<file path="src/rtl/tpio_consts.vh">
// Contract
// - Port A latch readable, writable, kept across reset.
// - Direction bit one enables output buffer.
// - Reset clears port A direction bits.
// - Port A output bits read back latch.
// - Port A input bits read sampled pin.
// - Latch writes always land, any direction.
// - Input bit write changes latch, not read.
// - Port A pullup needs enable and input.
// - Output direction turns pullup off at once.
// - Key enable makes port A pin interrupt input.
// - Converter channel forces port B pin analog.
// - Unselected port B pins stay digital I/O.
// - Port B output bits read back latch.
// - Port B input bits read pin, no pullup.
// - Port B latches kept across reset.
// - Reset clears port B direction bits.
// - Port C: seven pins, latches kept on reset.
// - Reset clears port C direction bits.
// - Port C reads latch or pin by direction.
`ifndef TPIO_CONSTS_VH
`define TPIO_CONSTS_VH

// Bus widths.
`define TPIO_ADDR_W      12
`define TPIO_DATA_W      32
`define TPIO_PORT_W      8
`define TPIO_PORTC_W     7
`define TPIO_IDX_W       4
`define TPIO_ADCH_W      5

// Register indices; the byte address is four times the index.
`define TPIO_IDX_A_DATA  4'h0
`define TPIO_IDX_B_DATA  4'h1
`define TPIO_IDX_C_DATA  4'h2
`define TPIO_IDX_A_DIR   4'h4
`define TPIO_IDX_B_DIR   4'h5
`define TPIO_IDX_C_DIR   4'h6
`define TPIO_IDX_A_PUE   4'hd
`define TPIO_IDX_C_PUE   4'he

// Address field positions.
`define TPIO_IDX_LSB     2
`define TPIO_IDX_MSB     5
`define TPIO_HI_LSB      6
`define TPIO_HI_ZERO     6'h00
`define TPIO_ALIGN_ZERO  2'h0

// Reset values and masks.
`define TPIO_BYTE_ZERO   8'h00
`define TPIO_WORD_ZERO   32'h0000_0000
`define TPIO_C_ZERO      7'h00
`define TPIO_C_MASK      8'h7f
`define TPIO_RD_PAD      24'h00_0000
`define TPIO_C_PAD       1'h0
`define TPIO_ADCH_ONE    8'h01

`endif

</file>
<file path="src/rtl/tpio_ports.v">
`include "tpio_consts.vh"
`timescale 1ns/1ps

// Three-stage pin synchroniser with an agreement filter.
// Only stage two reads stage one, so a metastable flop reaches no logic.
// A bit of the filtered level moves only once stages two and three agree on it.
module tpio_pin_sync #(
    parameter WIDTH = 8
) (
    pclk,
    presetn,
    ce,
    pin_async,
    level
);
    input  wire             pclk;       // Bus clock.
    input  wire             presetn;    // Asynchronous reset, active low.
    input  wire             ce;         // Clock enable; state freezes while low.
    input  wire [WIDTH-1:0] pin_async;  // Raw pin levels from outside the clock domain.
    output wire [WIDTH-1:0] level;      // Filtered, synchronised pin levels.

    reg [WIDTH-1:0] stage1_reg;         // First flop, read by the second only.
    reg [WIDTH-1:0] stage2_reg;         // Second flop.
    reg [WIDTH-1:0] stage3_reg;         // Third flop.
    reg [WIDTH-1:0] level_reg;          // Level accepted after agreement.
    wire [WIDTH-1:0] agree;             // Bits where stages two and three match.

    assign agree = ~(stage2_reg ^ stage3_reg);
    assign level = level_reg;

    // Shift chain and filter; reset loads constants only.
    always @(posedge pclk or negedge presetn) begin
        if (!presetn) begin
            stage1_reg <= {WIDTH{1'b0}};
            stage2_reg <= {WIDTH{1'b0}};
            stage3_reg <= {WIDTH{1'b0}};
            level_reg  <= {WIDTH{1'b0}};
        end else if (ce) begin
            stage1_reg <= pin_async;
            stage2_reg <= stage1_reg;
            stage3_reg <= stage2_reg;
            // Agreeing bits take the new level, disagreeing bits hold.
            level_reg  <= (stage3_reg & agree) | (level_reg & ~agree);
        end
    end
endmodule // tpio_pin_sync

// Three parallel ports behind an APB slave.
// Port A and port B are eight bits wide, port C seven bits.
module tpio_ports (
    pclk,
    presetn,
    ce,
    psel,
    penable,
    pwrite,
    paddr,
    pwdata,
    prdata,
    pready,
    pslverr,
    port_a_in,
    port_a_out,
    port_a_oe,
    port_a_pullup,
    port_b_in,
    port_b_out,
    port_b_oe,
    port_c_in,
    port_c_out,
    port_c_oe,
    port_c_pullup,
    key_interrupt_enables,
    key_inputs,
    analog_select_enable,
    analog_channel_select,
    analog_channel_inputs
);
    input  wire                     pclk;                  // Bus clock, 125 MHz.
    input  wire                     presetn;               // Asynchronous reset, active low.
    input  wire                     ce;                    // Clock enable; all state freezes while low.
    input  wire                     psel;                  // APB select.
    input  wire                     penable;               // APB access phase.
    input  wire                     pwrite;                // APB direction, high for write.
    input  wire [`TPIO_ADDR_W-1:0]  paddr;                 // APB byte address.
    input  wire [`TPIO_DATA_W-1:0]  pwdata;                // APB write data.
    output wire [`TPIO_DATA_W-1:0]  prdata;                // APB read data.
    output wire                     pready;                // APB ready.
    output wire                     pslverr;               // APB error for unmapped addresses.
    input  wire [`TPIO_PORT_W-1:0]  port_a_in;             // Port A pin levels.
    output wire [`TPIO_PORT_W-1:0]  port_a_out;            // Port A output levels.
    output wire [`TPIO_PORT_W-1:0]  port_a_oe;             // Port A output enables, high drives.
    output wire [`TPIO_PORT_W-1:0]  port_a_pullup;         // Port A pullup enables.
    input  wire [`TPIO_PORT_W-1:0]  port_b_in;             // Port B pin levels.
    output wire [`TPIO_PORT_W-1:0]  port_b_out;            // Port B output levels.
    output wire [`TPIO_PORT_W-1:0]  port_b_oe;             // Port B output enables, high drives.
    input  wire [`TPIO_PORTC_W-1:0] port_c_in;             // Port C pin levels.
    output wire [`TPIO_PORTC_W-1:0] port_c_out;            // Port C output levels.
    output wire [`TPIO_PORTC_W-1:0] port_c_oe;             // Port C output enables, high drives.
    output wire [`TPIO_PORTC_W-1:0] port_c_pullup;         // Port C pullup enables.
    input  wire [`TPIO_PORT_W-1:0]  key_interrupt_enables; // Key module claims of port A pins.
    output wire [`TPIO_PORT_W-1:0]  key_inputs;            // Synchronised levels to the key module.
    input  wire                     analog_select_enable;  // Converter channel selection is active.
    input  wire [`TPIO_ADCH_W-1:0]  analog_channel_select; // Converter channel number.
    output wire [`TPIO_PORT_W-1:0]  analog_channel_inputs; // Port B pins handed to the converter.

    // Data latches carry no reset: their contents survive a system reset.
    reg [`TPIO_PORT_W-1:0]  lat_a_reg;       // Port A data latch.
    reg [`TPIO_PORT_W-1:0]  lat_b_reg;       // Port B data latch.
    reg [`TPIO_PORTC_W-1:0] lat_c_reg;       // Port C data latch.
    // Configuration registers with a defined reset value.
    reg [`TPIO_PORT_W-1:0]  dir_a_reg;       // Port A direction.
    reg [`TPIO_PORT_W-1:0]  dir_b_reg;       // Port B direction.
    reg [`TPIO_PORTC_W-1:0] dir_c_reg;       // Port C direction.
    reg [`TPIO_PORT_W-1:0]  pue_a_reg;       // Port A pullup enables.
    reg [`TPIO_PORTC_W-1:0] pue_c_reg;       // Port C pullup enables.
    // Registered pin controls, so that every output comes from a flop.
    reg [`TPIO_PORT_W-1:0]  oe_a_reg;        // Port A drive enables.
    reg [`TPIO_PORT_W-1:0]  oe_b_reg;        // Port B drive enables.
    reg [`TPIO_PORTC_W-1:0] oe_c_reg;        // Port C drive enables.
    reg [`TPIO_PORT_W-1:0]  pu_a_reg;        // Port A pullup control.
    reg [`TPIO_PORTC_W-1:0] pu_c_reg;        // Port C pullup control.
    reg [`TPIO_PORT_W-1:0]  key_reg;         // Key module inputs.
    reg [`TPIO_PORT_W-1:0]  analog_reg;      // Converter claim mask.
    // Bus answer registers.
    reg [`TPIO_DATA_W-1:0]  prdata_reg;      // Captured read data.
    reg                     pready_reg;      // Ready during the access phase.
    reg                     pslverr_reg;     // Error during the access phase.

    // Next values of the configuration registers.
    reg [`TPIO_PORT_W-1:0]  dir_a_next;      // Port A direction next.
    reg [`TPIO_PORT_W-1:0]  dir_b_next;      // Port B direction next.
    reg [`TPIO_PORTC_W-1:0] dir_c_next;      // Port C direction next.
    reg [`TPIO_PORT_W-1:0]  pue_a_next;      // Port A pullup enables next.
    reg [`TPIO_PORTC_W-1:0] pue_c_next;      // Port C pullup enables next.
    reg [`TPIO_PORT_W-1:0]  analog_next;     // Converter claim mask next.
    reg [`TPIO_DATA_W-1:0]  rd_word;         // Read mux result.

    wire [`TPIO_PORT_W-1:0]  lvl_a;          // Synchronised port A levels.
    wire [`TPIO_PORT_W-1:0]  lvl_b;          // Synchronised port B levels.
    wire [`TPIO_PORTC_W-1:0] lvl_c;          // Synchronised port C levels.
    wire [`TPIO_IDX_W-1:0]   idx;            // Register index from the address.
    wire                     addr_ok;        // Aligned and inside the small window.
    wire                     hit_a_data;     // Port A data selected.
    wire                     hit_b_data;     // Port B data selected.
    wire                     hit_c_data;     // Port C data selected.
    wire                     hit_a_dir;      // Port A direction selected.
    wire                     hit_b_dir;      // Port B direction selected.
    wire                     hit_c_dir;      // Port C direction selected.
    wire                     hit_a_pue;      // Port A pullup enables selected.
    wire                     hit_c_pue;      // Port C pullup enables selected.
    wire                     hit_any;        // Any register selected.
    wire                     setup;          // APB setup cycle.
    wire                     wr;             // Write completes at this edge.
    wire [`TPIO_PORT_W-1:0]  wbyte;          // Low byte of the write data.

    // Pin levels pass four flops before any register read sees them.
    tpio_pin_sync #(.WIDTH(`TPIO_PORT_W)) u_sync_a (
        .pclk      (pclk),
        .presetn   (presetn),
        .ce        (ce),
        .pin_async (port_a_in),
        .level     (lvl_a)
    );

    tpio_pin_sync #(.WIDTH(`TPIO_PORT_W)) u_sync_b (
        .pclk      (pclk),
        .presetn   (presetn),
        .ce        (ce),
        .pin_async (port_b_in),
        .level     (lvl_b)
    );

    tpio_pin_sync #(.WIDTH(`TPIO_PORTC_W)) u_sync_c (
        .pclk      (pclk),
        .presetn   (presetn),
        .ce        (ce),
        .pin_async (port_c_in),
        .level     (lvl_c)
    );

    // Address decode: one aligned word per register, everything else unmapped.
    assign idx        = paddr[`TPIO_IDX_MSB:`TPIO_IDX_LSB];
    assign addr_ok    = (paddr[`TPIO_IDX_LSB-1:0] == `TPIO_ALIGN_ZERO) &&
                        (paddr[`TPIO_ADDR_W-1:`TPIO_HI_LSB] == `TPIO_HI_ZERO);
    assign hit_a_data = addr_ok && (idx == `TPIO_IDX_A_DATA);
    assign hit_b_data = addr_ok && (idx == `TPIO_IDX_B_DATA);
    assign hit_c_data = addr_ok && (idx == `TPIO_IDX_C_DATA);
    assign hit_a_dir  = addr_ok && (idx == `TPIO_IDX_A_DIR);
    assign hit_b_dir  = addr_ok && (idx == `TPIO_IDX_B_DIR);
    assign hit_c_dir  = addr_ok && (idx == `TPIO_IDX_C_DIR);
    assign hit_a_pue  = addr_ok && (idx == `TPIO_IDX_A_PUE);
    assign hit_c_pue  = addr_ok && (idx == `TPIO_IDX_C_PUE);
    assign hit_any    = hit_a_data | hit_b_data | hit_c_data | hit_a_dir |
                        hit_b_dir | hit_c_dir | hit_a_pue | hit_c_pue;

    // The slave answers in the first access cycle, so the write lands there.
    assign setup = psel & ~penable;
    assign wr    = psel & penable & pwrite & pready_reg;
    assign wbyte = pwdata[`TPIO_PORT_W-1:0];

    // Next values; pin controls use them so that the pins move with the
    // register at the same edge.
    always @* begin
        dir_a_next = dir_a_reg;
        dir_b_next = dir_b_reg;
        dir_c_next = dir_c_reg;
        pue_a_next = pue_a_reg;
        pue_c_next = pue_c_reg;
        if (wr && hit_a_dir) begin
            dir_a_next = wbyte;
        end
        if (wr && hit_b_dir) begin
            dir_b_next = wbyte;
        end
        if (wr && hit_c_dir) begin
            // Bit seven has no flop, so its write data is dropped.
            dir_c_next = wbyte[`TPIO_PORTC_W-1:0];
        end
        if (wr && hit_a_pue) begin
            pue_a_next = wbyte;
        end
        if (wr && hit_c_pue) begin
            pue_c_next = wbyte[`TPIO_PORTC_W-1:0];
        end
    end

    // Converter claim: one port B pin when the channel lies on the port.
    always @* begin
        analog_next = `TPIO_BYTE_ZERO;
        if (analog_select_enable && (analog_channel_select < `TPIO_PORT_W)) begin
            analog_next = `TPIO_ADCH_ONE << analog_channel_select[2:0];
        end
    end

    // Read mux: output bits show the latch, input bits the synchronised pin.
    always @* begin
        rd_word = `TPIO_WORD_ZERO;
        if (hit_a_data) begin
            rd_word = {`TPIO_RD_PAD, (dir_a_reg & lat_a_reg) | (~dir_a_reg & lvl_a)};
        end else if (hit_b_data) begin
            // A converter pin has its digital input cut off and reads zero;
            // other pins read latch or pin as usual.
            rd_word = {`TPIO_RD_PAD,
                       ~analog_reg & ((dir_b_reg & lat_b_reg) | (~dir_b_reg & lvl_b))};
        end else if (hit_c_data) begin
            rd_word = {`TPIO_RD_PAD, `TPIO_C_PAD,
                       (dir_c_reg & lat_c_reg) | (~dir_c_reg & lvl_c)};
        end else if (hit_a_dir) begin
            rd_word = {`TPIO_RD_PAD, dir_a_reg};
        end else if (hit_b_dir) begin
            rd_word = {`TPIO_RD_PAD, dir_b_reg};
        end else if (hit_c_dir) begin
            rd_word = {`TPIO_RD_PAD, `TPIO_C_PAD, dir_c_reg};
        end else if (hit_a_pue) begin
            rd_word = {`TPIO_RD_PAD, pue_a_reg};
        end else if (hit_c_pue) begin
            rd_word = {`TPIO_RD_PAD, `TPIO_C_PAD, pue_c_reg};
        end
    end

    // Data latches: no reset branch, so a reset leaves them untouched.
    // A write lands whatever the direction; an input bit still reads its pin.
    always @(posedge pclk) begin
        if (ce) begin
            if (wr && hit_a_data) begin
                lat_a_reg <= wbyte;
            end
            if (wr && hit_b_data) begin
                lat_b_reg <= wbyte;
            end
            if (wr && hit_c_data) begin
                lat_c_reg <= wbyte[`TPIO_PORTC_W-1:0];
            end
        end
    end

    // Configuration and pin control flops.
    always @(posedge pclk or negedge presetn) begin
        if (!presetn) begin
            dir_a_reg  <= `TPIO_BYTE_ZERO;
            dir_b_reg  <= `TPIO_BYTE_ZERO;
            dir_c_reg  <= `TPIO_C_ZERO;
            pue_a_reg  <= `TPIO_BYTE_ZERO;
            pue_c_reg  <= `TPIO_C_ZERO;
            oe_a_reg   <= `TPIO_BYTE_ZERO;
            oe_b_reg   <= `TPIO_BYTE_ZERO;
            oe_c_reg   <= `TPIO_C_ZERO;
            pu_a_reg   <= `TPIO_BYTE_ZERO;
            pu_c_reg   <= `TPIO_C_ZERO;
            key_reg    <= `TPIO_BYTE_ZERO;
            analog_reg <= `TPIO_BYTE_ZERO;
        end else if (ce) begin
            dir_a_reg  <= dir_a_next;
            dir_b_reg  <= dir_b_next;
            dir_c_reg  <= dir_c_next;
            pue_a_reg  <= pue_a_next;
            pue_c_reg  <= pue_c_next;
            // A key-claimed pin is held as an input for the key module.
            oe_a_reg   <= dir_a_next & ~key_interrupt_enables;
            // The converter channel overrides the port B direction.
            oe_b_reg   <= dir_b_next & ~analog_next;
            oe_c_reg   <= dir_c_next;
            // Pullup only on an input with its enable set; output kills it.
            pu_a_reg   <= pue_a_next & ~dir_a_next;
            pu_c_reg   <= pue_c_next & ~dir_c_next;
            // Claimed pins forward their synchronised level to the key module.
            key_reg    <= lvl_a & key_interrupt_enables;
            analog_reg <= analog_next;
        end
    end

    // APB answer: captured in the setup cycle, shown in the access cycle.
    // Zero wait states keep the slave simple; the pin sample is one cycle old.
    always @(posedge pclk or negedge presetn) begin
        if (!presetn) begin
            prdata_reg  <= `TPIO_WORD_ZERO;
            pready_reg  <= 1'b0;
            pslverr_reg <= 1'b0;
        end else if (ce) begin
            pready_reg  <= setup;
            pslverr_reg <= setup & ~hit_any;
            if (setup && !pwrite) begin
                prdata_reg <= rd_word;
            end else if (setup) begin
                prdata_reg <= `TPIO_WORD_ZERO;
            end
        end
    end

    // Every output is a flop.
    assign prdata                = prdata_reg;
    assign pready                = pready_reg;
    assign pslverr               = pslverr_reg;
    assign port_a_out            = lat_a_reg;
    assign port_a_oe             = oe_a_reg;
    assign port_a_pullup         = pu_a_reg;
    assign port_b_out            = lat_b_reg;
    assign port_b_oe             = oe_b_reg;
    assign port_c_out            = lat_c_reg;
    assign port_c_oe             = oe_c_reg;
    assign port_c_pullup         = pu_c_reg;
    assign key_inputs            = key_reg;
    assign analog_channel_inputs = analog_reg;
endmodule // tpio_ports

</file>
<file path="config.mk">
export PLATFORM = sky130hd
export DESIGN_NAME = tpio_ports
export DESIGN_NICKNAME = d
export VERILOG_FILES = /design/src/rtl/tpio_ports.v
export VERILOG_INCLUDE_DIRS = /design/src /design/src/rtl
export SDC_FILE = /design/constraint.sdc
export NUM_CORES = 1
export LEC_CHECK = 0
export BUFFER_PORTS_ARGS = -buffer_cell sky130_fd_sc_hd__buf_2
export CELL_PAD_IN_SITES_DETAIL_PLACEMENT = 0
export CELL_PAD_IN_SITES_GLOBAL_PLACEMENT = 1
export CORE_MARGIN = 2
export CORE_UTILIZATION = 41
export DETAILED_ROUTE_END_ITERATION = 8
export PLACE_DENSITY = 0.79
export SLEW_MARGIN = 20
export SYNTH_ARGS = -nofsm -noshare
export SYNTH_HDL_FRONTEND = slang
export SYNTH_SLANG_ARGS = --single-unit
</file>
<file path="constraint.sdc">
create_clock -name pclk -period 4.2 [get_ports pclk]
set_clock_uncertainty 0.1 [all_clocks]
set_input_delay 0.42 -clock pclk [delete_from_list [all_inputs] [get_ports pclk]]
set_output_delay 0.42 -clock pclk [all_outputs]
set_load 0.02 [all_outputs]
</file>
# Yosys cells after proc, flatten, opt, wreduce, memory -nomap -nowiden

Cells that the tools add are included.

Register bits after elaboration: 234
Output and inout port bits: 111
Input port bits: 87
Word-level logic and storage cells: 137

Eq/ne operators: 7
$lt $le $gt $ge: 1
Reduce and logical (&&, ||, !) cells: 28
Shifts and indexed selects: 1
Bitwise logic cells: 55
Muxes and demuxes: 16

Operators with widths:

| cell                  | number |
|---|---|
| $and A8 B8 Y8         | 13 |
| $mux W8               | 11 |
| $not A8 Y8            | 10 |
| $mux W32              | 2 |
| $and A7 B7 Y7         | 5 |
| $or A8 B8 Y8          | 4 |
| $not A7 Y7            | 4 |
| $mux W7               | 3 |
| $logic_and A1 B1 Y1   | 19 |
| $xor A8 B8 Y8         | 2 |
| $or A7 B7 Y7          | 2 |
| $eq A4 B3 Y1 const B  | 3 |
| $eq A4 B4 Y1 const B  | 2 |
| $reduce_and A2 Y1     | 4 |
| $shl A1 B3 Y8 const A | 1 |
| $or A1 B1 Y1          | 7 |
| $xor A7 B7 Y7         | 1 |
| $logic_not A6 Y1      | 1 |
| $and A1 B1 Y1         | 5 |
| $lt A5 B4 Y1 const B  | 1 |
| $eq A4 B1 Y1 const B  | 1 |
| $eq A4 B2 Y1 const B  | 1 |
| $logic_not A4 Y1      | 1 |
| $logic_not A2 Y1      | 1 |
| 3 further kinds       | 4 |

# Longest topological paths before layout

Depth in word-level cells: 12
Mapped depth: 8
Depth with buffers taken out: 5

# By module

Synthesis repeated with hierarchy kept, for this count alone.

Cells, all modules: 770
Area total of the unflattened synthesis: 9799.4 um^2

Modules (own cells, without submodules):

| module                       | cells each | area each (um^2) | times used | seq. area each (um^2) |
|---|---|---|---|---|
| tpio_ports                   | 528        | 6069.6           | 1          | 3067.9 |
| tpio_pin_sync (u_sync_a ...) | 84         | 1288.7           | 2          | 800.8 |
| tpio_pin_sync (u_sync_c)     | 74         | 1152.4           | 1          | 700.7 |

# Worst setup path after synthesis

Ideal clock, no wire load.

Path type: input-to-reg
From: input paddr[5]
To: register lat_a_reg[0] (netlist: port_a_out[0]), enable pin
Path slack: 1.688 ns
Library setup time: 0.370 ns
Stages: 4
Path buffers: 1
Data required time: 3.730 ns
Arrival time: 2.042 ns
Path through: clkbuf_1 > nor4_1 > nand3_1 > nor2_1

Word-level cells in the longest chain between the ends: 4

RTL lines:

| item                               | line             | text |
|---|---|---|
| from (decl)                        | tpio_ports.v:85  | `` input wire [`TPIO_ADDR_W-1:0] paddr; `` |
| $logic_not A4 Y1 (no source line)  | --               |  |
| $logic_and A1 B1 Y1                | tpio_ports.v:186 | `` assign hit_a_data = addr_ok && (idx == `TPIO_IDX_A_DATA); `` |
| $logic_and A1 B1 Y1                | tpio_ports.v:266 | `if (wr && hit_a_data) begin` |
| $reduce_and A2 Y1 (no source line) | --               |  |
| to (signal assigned)               | tpio_ports.v:267 | `lat_a_reg <= wbyte;` |
| to (decl)                          | tpio_ports.v:108 | `` reg [`TPIO_PORT_W-1:0] lat_a_reg; `` |

Every way passes these cells.
A chain may end at the register's enable or synchronous reset.

# Worst setup path after layout

From: register pready_reg (netlist: pready)
To: register dir_b_reg[5]

Word-level cells in the longest chain between the ends: 3

RTL lines:

| item                   | line             | text |
|---|---|---|
| from (decl)            | tpio_ports.v:127 | `reg pready_reg;` |
| from (signal assigned) | tpio_ports.v:321 | `pready_reg <= setup;` |
| $and A1 B1 Y1          | tpio_ports.v:199 | `assign wr = psel & penable & pwrite & pready_reg;` |
| $logic_and A1 B1 Y1    | tpio_ports.v:213 | `if (wr && hit_b_dir) begin` |
| $mux W8                | tpio_ports.v:213 |  |
| to (signal assigned)   | tpio_ports.v:282 | `` dir_b_reg <= `TPIO_BYTE_ZERO; `` |
| to (signal assigned)   | tpio_ports.v:295 | `dir_b_reg <= dir_b_next;` |
| to (decl)              | tpio_ports.v:113 | `` reg [`TPIO_PORT_W-1:0] dir_b_reg; `` |

Every way passes these cells.

==> results.cfg <==
[setup_path]
rr_startpoint = pready$_DFFE_PN0P_
endpoint = dir_b_reg[5]$_DFFE_PN0P_
worstSetupPathType = flop to flop
regToRegEndpoint = dir_b_reg[5]$_DFFE_PN0P_
crit_start = pready$_DFFE_PN0P_
cp_slowest_stage_delay_ps = 580
rrSetupSlack_ps = 1710
crit_chain = nand4_1 -> or4_1 -> buf_4 -> or2_1 -> mux2_4
crit_path_end_kind = flop
cp_max_fo = 9
slowest_stage = or4_1
start_kind = flop
required_ps = 4490
critPathArrivalTime_ps = 2780
worstRegToRegCells = 5

[sta]
hold_viol = 0
clock.fmax_mhz = 402
fin_ws_ps = 1710
slew_viol_final = 0
slew_headroom = 0.403
tightest_slew_ps = 893
fin_setup_tns_ps = 0
min_period_over_period = 0.593
rsz0062_at_grt = false
setup_viol = 0
min_period_ps = 2490

[routing]
drtIter0Drc = 499
num_vias = 7053
routed_wl_um = 25300
ant_nets = 0
viasPerCell = 5.38
wl_per_cell_um = 19.3
dr.pass1.iters = 5
drc_errors = 0

[clock_tree]
cts_tree = done
clkTransAtPathRegs_ps = 60
postCtsSetupRepairBufs = 0
ctsLongestPathBuffers = 3
clock-root-buffer = clkbuf_16
clk-insertion-delay-late_ps = 510
post_cts_resized = 0
cts_buffers = 24
cts.sinks = 210
htree_num_levels = 1

[die]
initial_core_util = 0.414
die_w_um = 157
design.core.area_mm2 = 0.0233
io_pins = 198
die_y_um = 157
row_count = 56
die_area_mm2 = 0.0247

[global_routing]
first_global_vias = 6687
met3_usage = 0.0507
grt_pass1_wl_um = 38800
grt_usage = 0.204
grt_overflow = 0
top_usage_layer = met2
met1_usage = 0.279
grt_max_degree = 87
antenna_found_initial = 1
met2_usage = 0.319

[synth]
ys_ff_latch = 210
async_flop_share = 0.890
muxShareOfSynthArea = 0.168
synth_top_area_share = 0.486
synth_ff_type = dfrtp_1
yosys.area_share.simple = 0.0810
synthCells = 838
synth_area_leaders = dfrtp_1 (49%), mux2_2 (11%), edfxtp_1 (7.2%)
yosys_warnings = 0
yosysSeqAreaShare = 0.558
synth_top_family_by_area = multiplexers
yosys.cell_types.count = 54
yosys.area.top_type = dfrtp_1
synth_xor_area_frac = 0
synth_compound_area_frac = 0.134
synth_edf_count = 23
avgSynthCellArea_um2 = 11.5
syn_area_mm2 = 0.00963
synth_fa_ha_area_frac = 0

[layout]
final_util = 0.490
final_layout_size_suffix_gt1_frac = 0.310
area_growth_pct = 18.4
diodes = 0
final_common_cell = dfrtp_1
design_area_mm2 = 0.0114
final_cells = 1311
layout_common_cells = dfrtp_1 (187), buf_2 (147), o21ai_0 (118)
num-nets-final = 1063

[power_and_ir_drop]
p_per_area_mw_per_mm2 = 442
leakage_nw = 5.25
peakVddDrop_mv = 0.282

[placement]
port_buffers = 149
hpwlAfterDp_um = 18100
gp_congestion = 0.846
place_inst = 1267
placed_area_mm2 = 0.0106
pre_cts_slack_ps = 1220

[run]
drv_cap = 0

[worst_hold_path]
hold_depth = 2
worstHoldPathType = input port to flop

[run_status]
status = finished, final reports clean
## how the worst min path moves through the flow
stage	startpoint	to	slack, ps
floorplan	presetn	asynchronous set/reset pin	20
CTS	key_interrupt_enables[4]	port_a_oe[4]$_DFFE_PN0P_	7
finish	key_interrupt_enables[4]	port_a_oe[4]$_DFFE_PN0P_	20
global placement	presetn	port_a_pullup[5]$_DFFE_PN0P_	280
detailed placement	presetn	port_a_pullup[6]$_DFFE_PN0P_	280
global route	key_interrupt_enables[4]	port_a_oe[4]$_DFFE_PN0P_	10
## final cells by class
cell class / count / area (µm²)
inverters: 51 / 191
clock buffers: 39 / 738
flip-flops and latches: 210 / 5370
fillers: 2165 / 11900
well taps: 319 / 399
clock inverters: 3 / 41.3
repair buffers: 162 / 872
multi-input cells: 527 / 3780
## critical path: cells and delay by family (launching register included)
family        cells  cell delay, ps
flops             1             380
buf+inv           1             210
simple gates      3            1300
mux               1             370
## metal layers
layer / part of all wire / wire, µm / up-vias
li1: - / - / 3259
met1: 0.43 / 10900 / 3501
met2: 0.46 / 11700 / 237
met3: 0.081 / 2040 / 54
met4: 0.027 / 686 / 2
met5: 0.00028 / 7 / -
## cells by family (layout without fill, tap and decap cells)
group,Yosys count,after routing
other,1,24
and+or+nand+nor,142,142
AOI/OAI and AO/OA,215,215
buffers and inverters,124,255
DFF,210,210
muxes,146,146
## synth_stat cells, types with 3 or more instances
| cell type | number |
|---|---|
| dfrtp_1 | 187 |
| o21ai_0 | 118 |
| mux2_2 | 96 |
| inv_1 | 50 |
| nand2_1 | 49 |
| clkbuf_1 | 43 |
| mux2i_1 | 42 |
| a21oi_1 | 32 |
| buf_4 | 24 |
| nand3_1 | 24 |
| edfxtp_1 | 23 |
| nor2_1 | 16 |
| o31ai_1 | 16 |
| nand2b_1 | 11 |
| o2bb2ai_1 | 9 |
| mux2_4 | 8 |
| o2111ai_1 | 7 |
| a221o_1 | 6 |
| nor3_1 | 6 |
| o32a_1 | 5 |
| or4_1 | 5 |
| nand4_1 | 4 |
| o211ai_1 | 4 |
| a22o_1 | 3 |
| a31oi_1 | 3 |
| buf_1 | 3 |
| nor2b_1 | 3 |
| nor4_1 | 3 |
| nor4_4 | 3 |
## stage by stage
step,power [W],hold slack (ps)
finish,0.00504,17.4
global route,0.00528,13.6
global placement,0.00299,282
detailed placement,0.00302,281
CTS,0.00508,6.91
floorplan,0.00278,24.4
## power by group
part	internal (W)	leakage, nW	switching [W]
clock	0.00125	0.383	0.000802
combinational	0.000225	2.26	0.000321
sequential	0.00226	2.60	0.000182
## repair_timing
item / CTS / global route
endpoints found under the hold margin: 43 / 0
setup endpoints to repair: 0 / 0
hold buffers: 2 / 0
(Power assumes the default switching activity.)
